--- src/verilog/tmr_pkg.sv ---
// Shared constants and state type of the 8-bit timer compare output block
package tmr_pkg;

    // Register indices on the plain register port
    localparam int          ADDR_W       = 4;
    localparam logic [3:0]  OFS_CTRL_A   = 4'h0;
    localparam logic [3:0]  OFS_CTRL_B   = 4'h1;
    localparam logic [3:0]  OFS_COUNT    = 4'h2;
    localparam logic [3:0]  OFS_CMP_A    = 4'h3;
    localparam logic [3:0]  OFS_FLAGS    = 4'h4;
    localparam logic [3:0]  OFS_OUTSTATE = 4'h5;

    // Field positions
    localparam int          COM_A_HI     = 7;
    localparam int          COM_A_LO     = 6;
    localparam int          WGM_LO_HI    = 1;
    localparam int          FORCE_A_BIT  = 7;
    localparam int          WGM_HI_BIT   = 3;
    localparam int          CLKSEL_HI    = 2;
    localparam int          FLAG_CMP_BIT = 1;
    localparam int          FLAG_OVF_BIT = 0;

    // Counter extremes and the value read back when idle
    localparam logic [7:0]  CNT_BOTTOM   = 8'h00;
    localparam logic [7:0]  CNT_MAX      = 8'hFF;
    localparam logic [7:0]  RD_ZERO      = 8'h00;

    // Waveform modes handled here
    localparam logic [2:0]  WGM_NORMAL   = 3'h0;
    localparam logic [2:0]  WGM_CTC      = 3'h2;
    localparam logic [2:0]  WGM_FAST_MAX = 3'h3;
    localparam logic [2:0]  WGM_FAST_CMP = 3'h7;

    // Compare output mode encodings
    localparam logic [1:0]  COM_OFF      = 2'h0;
    localparam logic [1:0]  COM_TOGGLE   = 2'h1;
    localparam logic [1:0]  COM_CLEAR    = 2'h2;
    localparam logic [1:0]  COM_SET      = 2'h3;

    // Prescaler selections and their divider masks
    localparam logic [2:0]  CS_STOP      = 3'h0;
    localparam logic [2:0]  CS_DIV1      = 3'h1;
    localparam logic [2:0]  CS_DIV8      = 3'h2;
    localparam logic [2:0]  CS_DIV64     = 3'h3;
    localparam logic [2:0]  CS_DIV256    = 3'h4;
    localparam logic [2:0]  CS_DIV1024   = 3'h5;
    localparam int          PRE_W        = 10;
    localparam logic [9:0]  MASK_DIV1    = 10'h000;
    localparam logic [9:0]  MASK_DIV8    = 10'h007;
    localparam logic [9:0]  MASK_DIV64   = 10'h03F;
    localparam logic [9:0]  MASK_DIV256  = 10'h0FF;
    localparam logic [9:0]  MASK_DIV1024 = 10'h3FF;

    typedef struct packed {
        logic [7:0] count;
        logic [7:0] cmpA;
        logic [1:0] comA;
        logic [2:0] wgm;
        logic [2:0] clkSel;
        logic       ovfFlag;
        logic       cmpFlagA;
        logic       outStateA;
        logic [7:0] rdData;
    } tmr_state_t;

endpackage

--- src/verilog/tmr_compare_output.sv ---
// 8-bit timer counter with compare match output unit, channel A
//
// Function
// - Output mode field picks match action and whether the timer drives the pin.
// - Reset clears the internal output state to zero.
// - Nonzero output mode overrides port data on the pin, any waveform mode.
// - Output state can be preset before the pin override is enabled.
// - Output mode zero leaves the output state unchanged at a match.
// - A new output mode acts at the first match after the write.
// - In non-PWM modes the force strobe applies the action at once.
// - Waveform mode sets the counting sequence; output mode never does.
// - PWM modes: inverted or not, or toggle at match in mode 7; non-PWM: set, clear or toggle at match.
// - Normal mode only increments, wrapping from 0xFF to 0x00.
// - Normal mode sets overflow flag as counter turns zero; never clears it.
// - Overflow interrupt execution clears the overflow flag.
// - Counter may be written anytime in normal mode.
// - Clear-on-compare mode clears counter when it equals compare value A.
// - Clear-on-compare mode raises compare flag A at each top.
// - Compare A is unbuffered there; a missed match runs through 0xFF wrap.
// - Output mode 1 toggles state at each match; compare 0x00 gives two clocks.
// - Toggle interval is N times (1 plus compare A) clocks.
// - Clear-on-compare sets overflow flag when passing max to 0x00.
// - Fast PWM modes 3 and 7 count single slope; top 0xFF or compare A.
// - Fast PWM non-inverting clears at match, sets at bottom; inverting opposite.
// - Compare match flag set on the timer clock after counter equals compare.
`timescale 1ns/1ps
`default_nettype none
module tmr_compare_output (
    // Clock and reset
    input  wire logic                        core_clk,
    input  wire logic                        rst,
    // Register port
    input  wire logic [tmr_pkg::ADDR_W-1:0]  regAddr,
    input  wire logic [7:0]                  regWrData,
    input  wire logic                        regWr,
    input  wire logic                        regRd,
    output logic      [7:0]                  regRdData,
    // Interrupt execution acknowledges
    input  wire logic                        ovfIntAck,
    input  wire logic                        cmpIntAckA,
    // Flags seen by the interrupt controller
    output logic                             overflowFlag,
    output logic                             compareMatchFlagA,
    // Port pin
    input  wire logic                        portDataBit,
    input  wire logic                        comparePinDirectionBit,
    output logic                             pinOut,
    output logic                             pinOe_n
);
    import tmr_pkg::*;

    tmr_state_t stateFf;
    tmr_state_t nxtState;
    logic       timerTick;

    ////////////////////////////////////////////////////////////////////////
    // Timer clock enable

    tmr_prescaler u_prescaler (
        .core_clk  (core_clk),
        .rst       (rst),
        .clkSel    (stateFf.clkSel),
        .timerTick (timerTick)
    );

    ////////////////////////////////////////////////////////////////////////
    // Decodes

    function automatic logic isFastPwm(input logic [2:0] wgm);
        return (wgm == WGM_FAST_MAX) || (wgm == WGM_FAST_CMP);
    endfunction

    function automatic logic wrHit(input logic wr, input logic [ADDR_W-1:0] a,
                                   input logic [3:0] ofs);
        return wr && (a == ofs);
    endfunction

    logic       wrCtrlA;
    logic       wrCtrlB;
    logic       wrCount;
    logic       wrCmpA;
    logic       wrFlags;
    logic       wrOutState;
    logic       fastPwm;
    logic       matchA;
    logic       atTop;
    logic       clearsAtTop;
    logic       forceA;
    logic [7:0] rdMux;

    always_comb begin
        wrCtrlA    = wrHit(regWr, regAddr, OFS_CTRL_A);
        wrCtrlB    = wrHit(regWr, regAddr, OFS_CTRL_B);
        wrCount    = wrHit(regWr, regAddr, OFS_COUNT);
        wrCmpA     = wrHit(regWr, regAddr, OFS_CMP_A);
        wrFlags    = wrHit(regWr, regAddr, OFS_FLAGS);
        wrOutState = wrHit(regWr, regAddr, OFS_OUTSTATE);
        fastPwm    = isFastPwm(stateFf.wgm);
        // Compare A is live, not double buffered, so a late lower value is missed
        matchA     = (stateFf.count == stateFf.cmpA);
        // Top depends only on the waveform mode, never on the output mode
        case (stateFf.wgm)
            WGM_CTC:      atTop = matchA;
            WGM_FAST_CMP: atTop = matchA;
            WGM_FAST_MAX: atTop = (stateFf.count == CNT_MAX);
            default:      atTop = (stateFf.count == CNT_MAX);
        endcase
        clearsAtTop = (stateFf.wgm != WGM_NORMAL) && atTop;
        forceA      = wrCtrlB && regWrData[FORCE_A_BIT] && !fastPwm;
    end

    ////////////////////////////////////////////////////////////////////////
    // Read mux

    always_comb begin
        case (regAddr)
            OFS_CTRL_A:   rdMux = {stateFf.comA, 4'h0, stateFf.wgm[WGM_LO_HI:0]};
            OFS_CTRL_B:   rdMux = {4'h0, stateFf.wgm[2], stateFf.clkSel};
            OFS_COUNT:    rdMux = stateFf.count;
            OFS_CMP_A:    rdMux = stateFf.cmpA;
            OFS_FLAGS:    rdMux = {6'h00, stateFf.cmpFlagA, stateFf.ovfFlag};
            OFS_OUTSTATE: rdMux = {7'h00, stateFf.outStateA};
            default:      rdMux = RD_ZERO;
        endcase
    end

    ////////////////////////////////////////////////////////////////////////
    // Next state

    always_comb begin
        nxtState = stateFf;

        // Configuration; a new output mode only acts at later matches
        if (wrCtrlA) begin
            nxtState.comA           = regWrData[COM_A_HI:COM_A_LO];
            nxtState.wgm[WGM_LO_HI:0] = regWrData[WGM_LO_HI:0];
        end
        if (wrCtrlB) begin
            nxtState.wgm[2] = regWrData[WGM_HI_BIT];
            nxtState.clkSel = regWrData[CLKSEL_HI:0];
        end
        if (wrCmpA) begin
            nxtState.cmpA = regWrData;
        end

        // Counting sequence
        if (timerTick) begin
            if (clearsAtTop) begin
                nxtState.count = CNT_BOTTOM;
            end else begin
                nxtState.count = stateFf.count + 8'h01;
            end
        end
        // A software write to the counter beats the count
        if (wrCount) begin
            nxtState.count = regWrData;
        end

        // Flags: software write of one clears, interrupt ack clears, set wins
        if ((wrFlags && regWrData[FLAG_OVF_BIT]) || ovfIntAck) begin
            nxtState.ovfFlag = 1'b0;
        end
        if ((wrFlags && regWrData[FLAG_CMP_BIT]) || cmpIntAckA) begin
            nxtState.cmpFlagA = 1'b0;
        end
        if (timerTick && (stateFf.count == CNT_MAX) && !fastPwm) begin
            nxtState.ovfFlag = 1'b1;
        end
        if (timerTick && fastPwm && atTop) begin
            nxtState.ovfFlag = 1'b1;
        end
        if (timerTick && matchA) begin
            nxtState.cmpFlagA = 1'b1;
        end

        // Output state actions
        if (timerTick && matchA && !fastPwm) begin
            case (stateFf.comA)
                COM_TOGGLE: nxtState.outStateA = !stateFf.outStateA;
                COM_CLEAR:  nxtState.outStateA = 1'b0;
                COM_SET:    nxtState.outStateA = 1'b1;
                default:    nxtState.outStateA = stateFf.outStateA;
            endcase
        end
        if (timerTick && fastPwm) begin
            case (stateFf.comA)
                COM_TOGGLE: begin
                    if (matchA && stateFf.wgm[2]) begin
                        nxtState.outStateA = !stateFf.outStateA;
                    end
                end
                COM_CLEAR: begin
                    if (matchA) begin
                        nxtState.outStateA = 1'b0;
                    end
                    // Bottom wins so a compare at top gives a constant level
                    if (atTop) begin
                        nxtState.outStateA = 1'b1;
                    end
                end
                COM_SET: begin
                    if (matchA) begin
                        nxtState.outStateA = 1'b1;
                    end
                    if (atTop) begin
                        nxtState.outStateA = 1'b0;
                    end
                end
                default: nxtState.outStateA = stateFf.outStateA;
            endcase
        end
        if (forceA) begin
            case (stateFf.comA)
                COM_TOGGLE: nxtState.outStateA = !stateFf.outStateA;
                COM_CLEAR:  nxtState.outStateA = 1'b0;
                COM_SET:    nxtState.outStateA = 1'b1;
                default:    nxtState.outStateA = stateFf.outStateA;
            endcase
        end
        // Direct preset so the pin starts from a known level
        if (wrOutState) begin
            nxtState.outStateA = regWrData[0];
        end

        nxtState.rdData = regRd ? rdMux : RD_ZERO;
    end

    always_ff @(posedge core_clk) begin
        if (rst) begin
            stateFf <= '0;
        end else begin
            stateFf <= nxtState;
        end
    end

    ////////////////////////////////////////////////////////////////////////
    // Outputs and pin override

    logic overrideOn;

    always_comb begin
        overrideOn = (stateFf.comA != COM_OFF);
        pinOut     = overrideOn ? stateFf.outStateA : portDataBit;
        pinOe_n    = !comparePinDirectionBit;
    end

    assign regRdData         = stateFf.rdData;
    assign overflowFlag      = stateFf.ovfFlag;
    assign compareMatchFlagA = stateFf.cmpFlagA;
endmodule
`default_nettype wire

--- src/verilog/tmr_prescaler.sv ---
// Prescaler producing the one-cycle timer clock enable
`timescale 1ns/1ps
`default_nettype none
module tmr_prescaler (
    // Clock and reset
    input  wire logic                        core_clk,
    input  wire logic                        rst,
    // Selection and enable
    input  wire logic [2:0]                  clkSel,
    output logic                             timerTick
);
    import tmr_pkg::*;

    typedef struct packed {
        logic [PRE_W-1:0] div;
    } tmr_pre_t;

    tmr_pre_t stateFf;
    tmr_pre_t nxtState;
    logic [PRE_W-1:0] mask;
    logic             running;

    always_comb begin
        running = 1'b1;
        case (clkSel)
            CS_DIV1:    mask = MASK_DIV1;
            CS_DIV8:    mask = MASK_DIV8;
            CS_DIV64:   mask = MASK_DIV64;
            CS_DIV256:  mask = MASK_DIV256;
            CS_DIV1024: mask = MASK_DIV1024;
            // External clock sources are not supported: treated as stopped
            default: begin
                mask    = MASK_DIV1;
                running = 1'b0;
            end
        endcase
        nxtState.div = stateFf.div + 1'b1;
    end

    always_ff @(posedge core_clk) begin
        if (rst) begin
            stateFf <= '0;
        end else begin
            stateFf <= nxtState;
        end
    end

    assign timerTick = running && ((stateFf.div & mask) == mask);

endmodule
`default_nettype wire

--- config.mk ---
export PLATFORM = sky130hd
export DESIGN_NAME = tmr_compare_output
export DESIGN_NICKNAME = d
export VERILOG_FILES = /design/src/verilog/tmr_pkg.sv /design/src/verilog/tmr_compare_output.sv /design/src/verilog/tmr_prescaler.sv
export SDC_FILE = /design/constraint.sdc
export NUM_CORES = 1
export LEC_CHECK = 0
export BUFFER_PORTS_ARGS = -buffer_cell sky130_fd_sc_hd__buf_2
export CORE_MARGIN = 2
export CORE_UTILIZATION = 39
export CTS_BUF_LIST = sky130_fd_sc_hd__clkbuf_16
export CTS_CLUSTER_DIAMETER = 200
export DETAILED_ROUTE_END_ITERATION = 8
export SLEW_MARGIN = 30
export SYNTH_ARGS = -nofsm -noshare
export SYNTH_HDL_FRONTEND = slang
export SYNTH_SLANG_ARGS = --single-unit
--- constraint.sdc ---
create_clock -name core_clk -period 2.8 [get_ports core_clk]
set_input_delay 0 -clock core_clk [delete_from_list [all_inputs] [get_ports core_clk]]
set_output_delay 0 -clock core_clk [all_outputs]
set_load 0.01 [all_outputs]
; After elaboration in Yosys (flattened, before gate mapping)
; Index checks and enable logic that the tools add are counted.
[classes]
n_addsub = 2
n_eq_ne = 20
muxes = 24
n_bitwise = 2
reduce_logical = 34
[op_table]
columns = operator, n
row1 = 8-bit one-hot mux with 6 select lines, 1
row2 = 10-bit one-hot mux with 4 select lines, 1
row3 = 8-bit two-way mux, 3
row4 = 1-bit logical AND, 19
row5 = 1-bit two-way mux, 17
row6 = 3-bit by 2-bit equality test with 1-bit output (second input constant), 4
row7 = 10-bit by 1-bit adder with 10-bit output (second input constant), 1
row8 = 10-bit AND, 1
row9 = 10-bit equality test, 1
row10 = 3-bit equality test (second input constant), 3
row11 = 8-bit by 1-bit adder with 8-bit output (second input constant), 1
row12 = 4-bit by 2-bit equality test with 1-bit output (second input constant), 2
row13 = 4-bit by 3-bit equality test with 1-bit output (second input constant), 2
row14 = 8-bit equality test, 1
row15 = 8-bit equality test (second input constant), 1
row16 = 6-bit by 3-bit != test with 1-bit output (second input constant), 1
row17 = 1-bit one-hot mux with 3 select lines, 2
row18 = 2-bit nonzero test, 3
row19 = 3-bit nonzero test, 2
row20 = 5-bit OR reduction, 1
row21 = 2-bit equality test (second input constant), 2
row22 = 4-bit by 1-bit equality test with 1-bit output (second input constant), 1
row23 = 4-bit zero test, 1
row24 = 2-bit OR reduction, 2
row25 = other kinds (5), 9
[word_totals]
regBits = 45
inputBits = 20
out_inout_bits = 12
elab_cells = 93

; Longest topological paths before layout
; Gate-level depths: netlist (run 1).
[logic_depth]
ltp_word = 14
depth_mapped = 8
mapped_depth_nobuf = 8

; Hierarchy
; A second synthesis (run 1) with hierarchy kept.
[hier_totals]
cells_unflattened = 319
hier_area_um2 = 2696.3
[by_module_without_submodules]
columns = module, instances, cells_each, area_per_inst_um2, seq_area_each_um2
row1 = tmr_compare_output, 1, 264, 2215.9, 700.7
row2 = tmr_prescaler, 1, 55, 480.5, 200.2

; Worst setup path before layout (run 1)
; No wires, ideal clock.
[synth_path]
kind = flip-flop to flip-flop
from = register stateFf[27] in the netlist's numbering
to = register stateFf[30] in the netlist's numbering
arrival_ns = 1.866
required_ns = 2.679
slack_ns = 0.813
stages_incl_launch_ff = 8
path_buffers = 0
period_less_slack_ns = 1.987
path_cell_list = dfxtp_1 -> ha_1 -> nand3_1 -> or3_1 -> a32oi_2 -> nor2_2 -> a221oi_1 -> o21ai_1
[synth_via]
elab_chain_cells = 6
[synth_lines]
columns = element, line
row1 = from (decl), tmr_compare_output.sv:52  ; tmr_state_t stateFf;
row2 = from (signal assigned), tmr_compare_output.sv:232  ; stateFf <= nxtState;
row3 = "parallel branches: the longest is 3 deep, another holds 8-bit by 1-bit adder with 8-bit output", --
row4 = 8-bit two-way mux (*), tmr_compare_output.sv:148  ; if (clearsAtTop) begin
row5 = 8-bit two-way mux (*), tmr_compare_output.sv:147  ; if (timerTick) begin
row6 = 8-bit two-way mux (*), tmr_compare_output.sv:155  ; if (wrCount) begin
; Every way passes the cells marked *. The select of a mux whose other input is x is not followed.
; A chain may end at the register's enable or synchronous reset.

; Worst setup path after layout (run 1)
; Ends and elaborated chain as after synthesis.

==> results of run 1 <==
==> layout by cell type (no fill, tap or decap), drive strengths merged, types with 4 or more instances in the layout <==
cell type / Yosys / routed
a21oi: 11 / 11
a31oi: 6 / 6
dlygate4sd3: 0 / 6
nand2: 27 / 27
nand3: 12 / 12
ha: 7 / 7
clkbuf: 9 / 5
buf: 13 / 32
mux2i: 26 / 26
nor4: 4 / 4
xor2: 14 / 14
nor2: 65 / 65
inv: 9 / 9
a211oi: 4 / 4
xnor2: 4 / 4
dfxtp: 45 / 45
o21ai: 9 / 9
==> cells in the mapped netlist (all sizes together) (2+ instances only) <==
master and count:
a211oi 4, a21oi 11, a22oi 2, a311o 2
a311oi 3, a31oi 6, and2 2, and3 3
and4 2, buf 13, clkbuf 9, dfxtp 45
ha 7, inv 9, mux2i 26, nand2 27
nand2b 2, nand3 12, nand3b 3, nand4 3
nor2 65, nor2b 2, nor3 3, nor4 4
o21ai 9, or2 2, or3 2, xnor2 4
xor2 14
==> report_power, final <==
part / switching [mW] / internal, mW
Sequential: 0.0201 / 0.653
Combinational: 0.0827 / 0.0639
Clock: 0.237 / 0.323
Total: 0.339 / 1.04
==> layout make-up <==
cell class / instances / area, µm² / share of cell area [%]
clock buffers: 5 / 125.1 / 4.275
repair buffers: 38 / 222.7 / 7.610
flip-flops and latches: 45 / 900.9 / 30.78
well taps: 77 / 96.34 / 3.292
inverters: 9 / 33.78 / 1.154
clock inverters: 3 / 12.51 / 0.4275
multi-input cells: 236 / 1535 / 52.46
==> state kept, by name (all words and copies together) (netlist names) <==
signal / count
stateFf: 25
u_prescaler.stateFf: 10
regRdData: 8
compareMatchFlagA: 1
overflowFlag: 1
==> through the flow <==
stage,utilization [%],cells,total power [mW]
floorplan,-,312,0.7886
global placement,42.73,399,0.8251
detailed placement,42.73,399,0.8260
CTS,45.83,413,1.396
global route,45.83,413,1.441
finish,45.83,413,1.379
==> logic make-up (layout without fill, tap and decap cells) <==
| group | after synthesis | after routing | share of synthesized area [%] |
|---|---|---|---|
| AO/OA/AOI/OAI | 49 | 49 | 13.51 |
| XOR/XNOR | 18 | 18 | 6.346 |
| multiplexers | 27 | 27 | 10.87 |
| adder cells (fa/ha/maj) | 7 | 7 | 3.365 |
| flip-flops | 45 | 45 | 34.62 |
| buffers and inverters | 31 | 55 | 6.394 |
| AND/OR/NAND/NOR | 135 | 135 | 24.90 |
==> per-layer routing <==
layer / global-route usage, % / part of all wire, % / vias up
li1: - / - / 1130
met1: 22.41 / 47 / 1023
met2: 28.27 / 47 / 53
met3: 3.272 / 4.6 / 4
met4: 5.195 / 0.84 / 0
met5: 0 / 0 / -
==> tightest hold or removal path, cell delays in order <==
cell,delay [ps]
buf_2,80
nand2_1,80
nor2_1,100
==> how the worst max path moves through the flow <==
stage	slack [ps]	to	startpoint	cells past startpoint
finish	550	stateFf[30]	stateFf[27]	7
detailed placement	580	stateFf[30]	stateFf[27]	7
global route	290	stateFf[30]	stateFf[27]	7
global placement	640	stateFf[30]	stateFf[27]	7
floorplan	810	stateFf[30]	stateFf[27]	7
CTS	570	stateFf[30]	stateFf[27]	7
==> run metrics, run 1 <==
first-pass GRT wire length 9949 µm; Yosys top cell area share 34.62%; Num Clock Sinks 45; first-pass detailed-route iteration total 4; CTS tree done; power per cell area 471.1 mW/mm²; post-synthesis average cell area 8.341 µm²; Syn Inst Count 312; Post-CTS Setup Bufs 0; worst-skew pair later-pin latency 290 ps; vias in the first global route 2071; Die X 85.69 µm; Post-synth EDFFs 0; worst path required time 2970 ps; antenna cells 0; Buf/Inv on CP 0; main area contributors after synthesis dfxtp_1 35%, mux2i_1 10%, nor2_1 9.2%; net count of the mapped netlist 339; Crit. End Element flop; Yosys top cell by area dfxtp_1; worst flop-to-flop path startpoint stateFf[27]; maxcap violations 0; CP max FO 8; post-synthesis async set-or-reset flop share 0%; Root Buffer clkbuf_16; IO Pins 32; Die Y 85.69 µm; Tightest Pin Transition 694.1 ps; core area 0.006386 mm²; Synth Register Bits 45; Crit Path Class flop to flop; Resize count post-CTS 0; antenna violations before repair 0; Synth Flop Type dfxtp_1; H-tree levels 2; Syn. warnings 0; Total Wirelength 5862 µm; WL/cell 14.19 µm; worst min-delay path startpoint regRd; sequential-to-total area share from yosys stat 34.62%; status complete, no violations; area of the die 0.007343 mm²; maximum vdd drop 285.9 µV; final setup violation count 0; I/O Buffers 31; routed vias 2210; final setup TNS 0 ps; Period minus WS final 2245 ps; Cell Rows 29; Hold Path End regRdData[0]; final antenna-violating net count 0; CTS Buf Count 5; Hold Slack 6.484 ps; pin count of the biggest net entering global routing 37; WP data arrival 2420 ps; final worst path period share 80.20%; Leakage 1.255 nW; Slowest cell on crit path dfxtp_1; clk buf depth 2; Hold Crit Depth 3; RSZ-0062 raised after global routing no; GR Util All Layers 17.02%; initial DRC count 208; Clk pin slew, worst setup/hold paths 60 ps; delay of the slowest critical-path stage 420 ps; Via density 5.351; Filler cells 641; final hold violation count 0; Worst Reg2Reg Path Length in Cells 7; R2R Path End stateFf[30]; setup slack after layout 554.5 ps; max_slew headroom 53.73%; Final Slew Violations 0; Initial Utilization 40.75%; post-synthesis cell type count 55; Design Area, Final 0.002927 mm²; detailed-route DRC error count 0; Reg2Reg Setup Slack 550 ps; HPWL after DPL 4266 µm; Max Fclk 445.3 MHz; Hold Buf Count CTS 6; placed cell area 0.002729 mm²; crit start category flop; area delta synth->final 12.45%; pre-CTS setup slack 575.5 ps; Final GP Congestion 0.8508; worst path cell trace ha_1 -> nand3_1 -> or3_1 -> a32oi_2 -> nor2_2 -> a221oi_1 -> o21ai_1; kind of cell adding the most delay to the critical path compound AO/OA/AOI/OAI gates; clk_skew 7.635 ps; Layout Nets 362; share of layout cells above drive strength 1 15.48%; grt ovf 0; HP Class input pin to flop; Post-Synthesis Cell Area 0.002602 mm²
No activity file was read; power rests on OpenSTA's default activity.
==> inputs of run 2 (changes only) <==
Settings changed: ABC_AREA set to 1.
Clock period 2.8 ns to 2.1 ns, I/O delays scaled along.
==> run 2 against run 1 <==
Against the previous run:
- die area is essentially flat
- design area up 0.43%
- register-to-register slack got worse by 220 ps
- synthesized area hardly changed
- critical path type unchanged
- fmax up 27%
- critical path depth up 9
- largest cell class unchanged
==> run metrics, run 2 <==
sequential-to-total area share from yosys stat 34.60%; max_slew headroom 60.83%; most frequent cells in the layout 88 x nand2_1, 51 x inv_1, 45 x dfxtp_1, 31 x buf_2; Crit. Startpoint stateFf[28]; CTS tree done; Post-Place Cells 488; total length of routed met3 wires 268 µm; post-synthesis cell type count 33; worst min-delay path startpoint cmpIntAckA; worst path cell trace ha_1 -> nand2_1 -> inv_1 -> nand2_1 -> nor2_1 -> nand2_1 -> nand2_1 -> nand2_1 -> nand2_1 -> nand2_1 -> inv_2 -> nand2_1 -> nand2_1 -> nand2_1 -> nand2_1 -> a21oi_2; final worst path period share 84.02%; final antenna-violating net count 0; Synth Register Bits 45; first-pass GRT wire length 11090 µm; highest routed layer met4; CP max FO 5; core area 0.006386 mm²; post-synthesis async set-or-reset flop share 0%; clk_skew 7.391 ps; Die Y 85.71 µm; Yosys top cell by area dfxtp_1; maxcap violations 0; status complete, no violations; commonest non-fill, non-tap cell in the layout nand2_1; Num Clock Sinks 45; most common library cells after synthesis 88 x nand2_1, 51 x inv_1, 45 x dfxtp_1, 30 x nand3_1, 30 x nor2_1; Initial Utilization 40.77%; pre-CTS setup slack 366.5 ps; largest register by flop count stateFf; WL met2 3017 µm; worst path required time 2260 ps; Hold Slack 7.349 ps; Buf/Inv on CP 2; Yosys top cell area share 34.60%; Total Wirelength 6669 µm; placed cell area 0.002786 mm²; RSZ-0062 raised after global routing no; Post-CTS Setup Bufs 0; HPWL after DPL 5125 µm; vias in the first global route 2397; max reg flops 25; Seq. cell area 900.9 µm²; Post-Synthesis Cell Area 0.002604 mm²; main area contributors after synthesis dfxtp_1 35%, nand2_1 13%, inv_1 7.4%; clk buf depth 2; Layout Nets 446; IO Pins 32; first-pass detailed-route iteration total 4; CTS Buf Count 5; Slowest cell on crit path dfxtp_1; area delta synth->final 12.88%; H-tree levels 2; CP most frequent cell nand2_1; HP Class input pin to flop; maximum vdd drop 387.9 µV; antenna cells 0; Syn Inst Count 392; Syn. warnings 0; Period minus WS final 1764 ps; post-synthesis average cell area 6.642 µm²; Crit Path Class flop to flop; antenna violations before repair 0; Max Fclk 566.7 MHz; Reg2Reg Setup Slack 340 ps; WL/cell 13.42 µm; detailed-route DRC error count 0; delay of the slowest critical-path stage 390 ps; pin count of the biggest net entering global routing 18; Cell Rows 29; net count of the mapped netlist 419; Clk pin slew, worst setup/hold paths 60 ps; routed vias 2522; Leakage 1.256 nW; setup slack after layout 335.5 ps; I/O Buffers 31; crit start category flop; Via density 5.074; Die X 85.71 µm; Design Area, Final 0.002939 mm²; power per cell area 628.0 mW/mm²; area of the die 0.007346 mm²; Synth Flop Type dfxtp_1; multi-input combinational cell area 0.001376 mm²; Final GP Congestion 0.9361; Hold Crit Depth 3; Final Slew Violations 0; non-filler cells, final 497; Post-synth EDFFs 0; GR Util All Layers 19.13%; Hold Path End compareMatchFlagA; wl on met1 3246 µm; kind of cell adding the most delay to the critical path simple AND/OR/NAND/NOR gates; worst-skew pair later-pin latency 290 ps; final setup TNS 0 ps; final setup violation count 0; most numerous cell in the Yosys netlist nand2_1; Crit. End Element flop; worst flop-to-flop path startpoint stateFf[28]; R2R Path End stateFf[8]; final hold violation count 0; Tightest Pin Transition 583.6 ps; initial DRC count 146; Worst Reg2Reg Path Length in Cells 16; Filler cells 670; grt ovf 0; WP data arrival 1930 ps; share of layout cells above drive strength 1 16.90%; Root Buffer clkbuf_16
## run 2: per-layer routing
metal	vias to the layer above	GRT usage, %
met5	-	0
met2	56	31.68
met3	13	3.080
li1	1325	-
met1	1128	25.24
met4	0	6.782
## run 2: how the worst max path moves through the flow
stage | endpoint | slack [ps] | cells after the start
floorplan | stateFf[8] | 550 | 16
global placement | stateFf[8] | 380 | 15
detailed placement | stateFf[8] | 370 | 16
CTS | stateFf[8] | 350 | 16
global route | stateFf[34] | 140 | 10
finish | stateFf[8] | 340 | 16
## run 2: timing repair
item                                   CTS  global route
endpoints found under the hold margin    1             0
hold buffers                             1             0
resized for setup                        0             0
## run 2: power breakdown
| group | total (mW) | internal (mW) | leakage [nW] | switching, mW |
|---|---|---|---|---|
| sequential | 0.886 | 0.871 | 0.364 | 0.0151 |
| combinational | 0.200 | 0.0680 | 0.821 | 0.132 |
| clock | 0.760 | 0.436 | 0.0712 | 0.324 |
## run 2: cells by family after synthesis
group / Yosys count / share of synthesized area, %
and+or+nand+nor: 177 / 30.90
xor gates and xnor gates: 5 / 1.682
AOI/OAI and AO/OA: 80 / 16.92
DFF: 45 / 34.60
adders and majority gates: 7 / 3.364
buffers and inverters: 78 / 12.54
## run 2: layout make-up
class	instances	area share, %
multi-input cells	269	46.83
repair buffers	34	6.130
inverters	64	8.259
clock inverters	3	0.5960
flip-flops and latches	45	30.65
well taps	77	3.278
clock buffers	5	4.257
## run 2: worst register-to-register path, stage by stage, from the launching register on
cell and delay [ps]:
dfxtp_1 390, ha_1 190, nand2_1 50, inv_1 100, nand2_1 90, nor2_1 170, nand2_1 90, nand2_1 90
nand2_1 70, nand2_1 60, nand2_1 50, inv_2 40, nand2_1 40, nand2_1 50, nand2_1 40, nand2_1 70
a21oi_2 50
## run 2: metrics by stage
| step | utilization, % | power (mW) |
|---|---|---|
| floorplan | - | 1.033 |
| global placement | 43.63 | 1.100 |
| detailed placement | 43.63 | 1.101 |
| CTS | 46.02 | 1.861 |
| global route | 46.02 | 1.926 |
| finish | 46.02 | 1.846 |
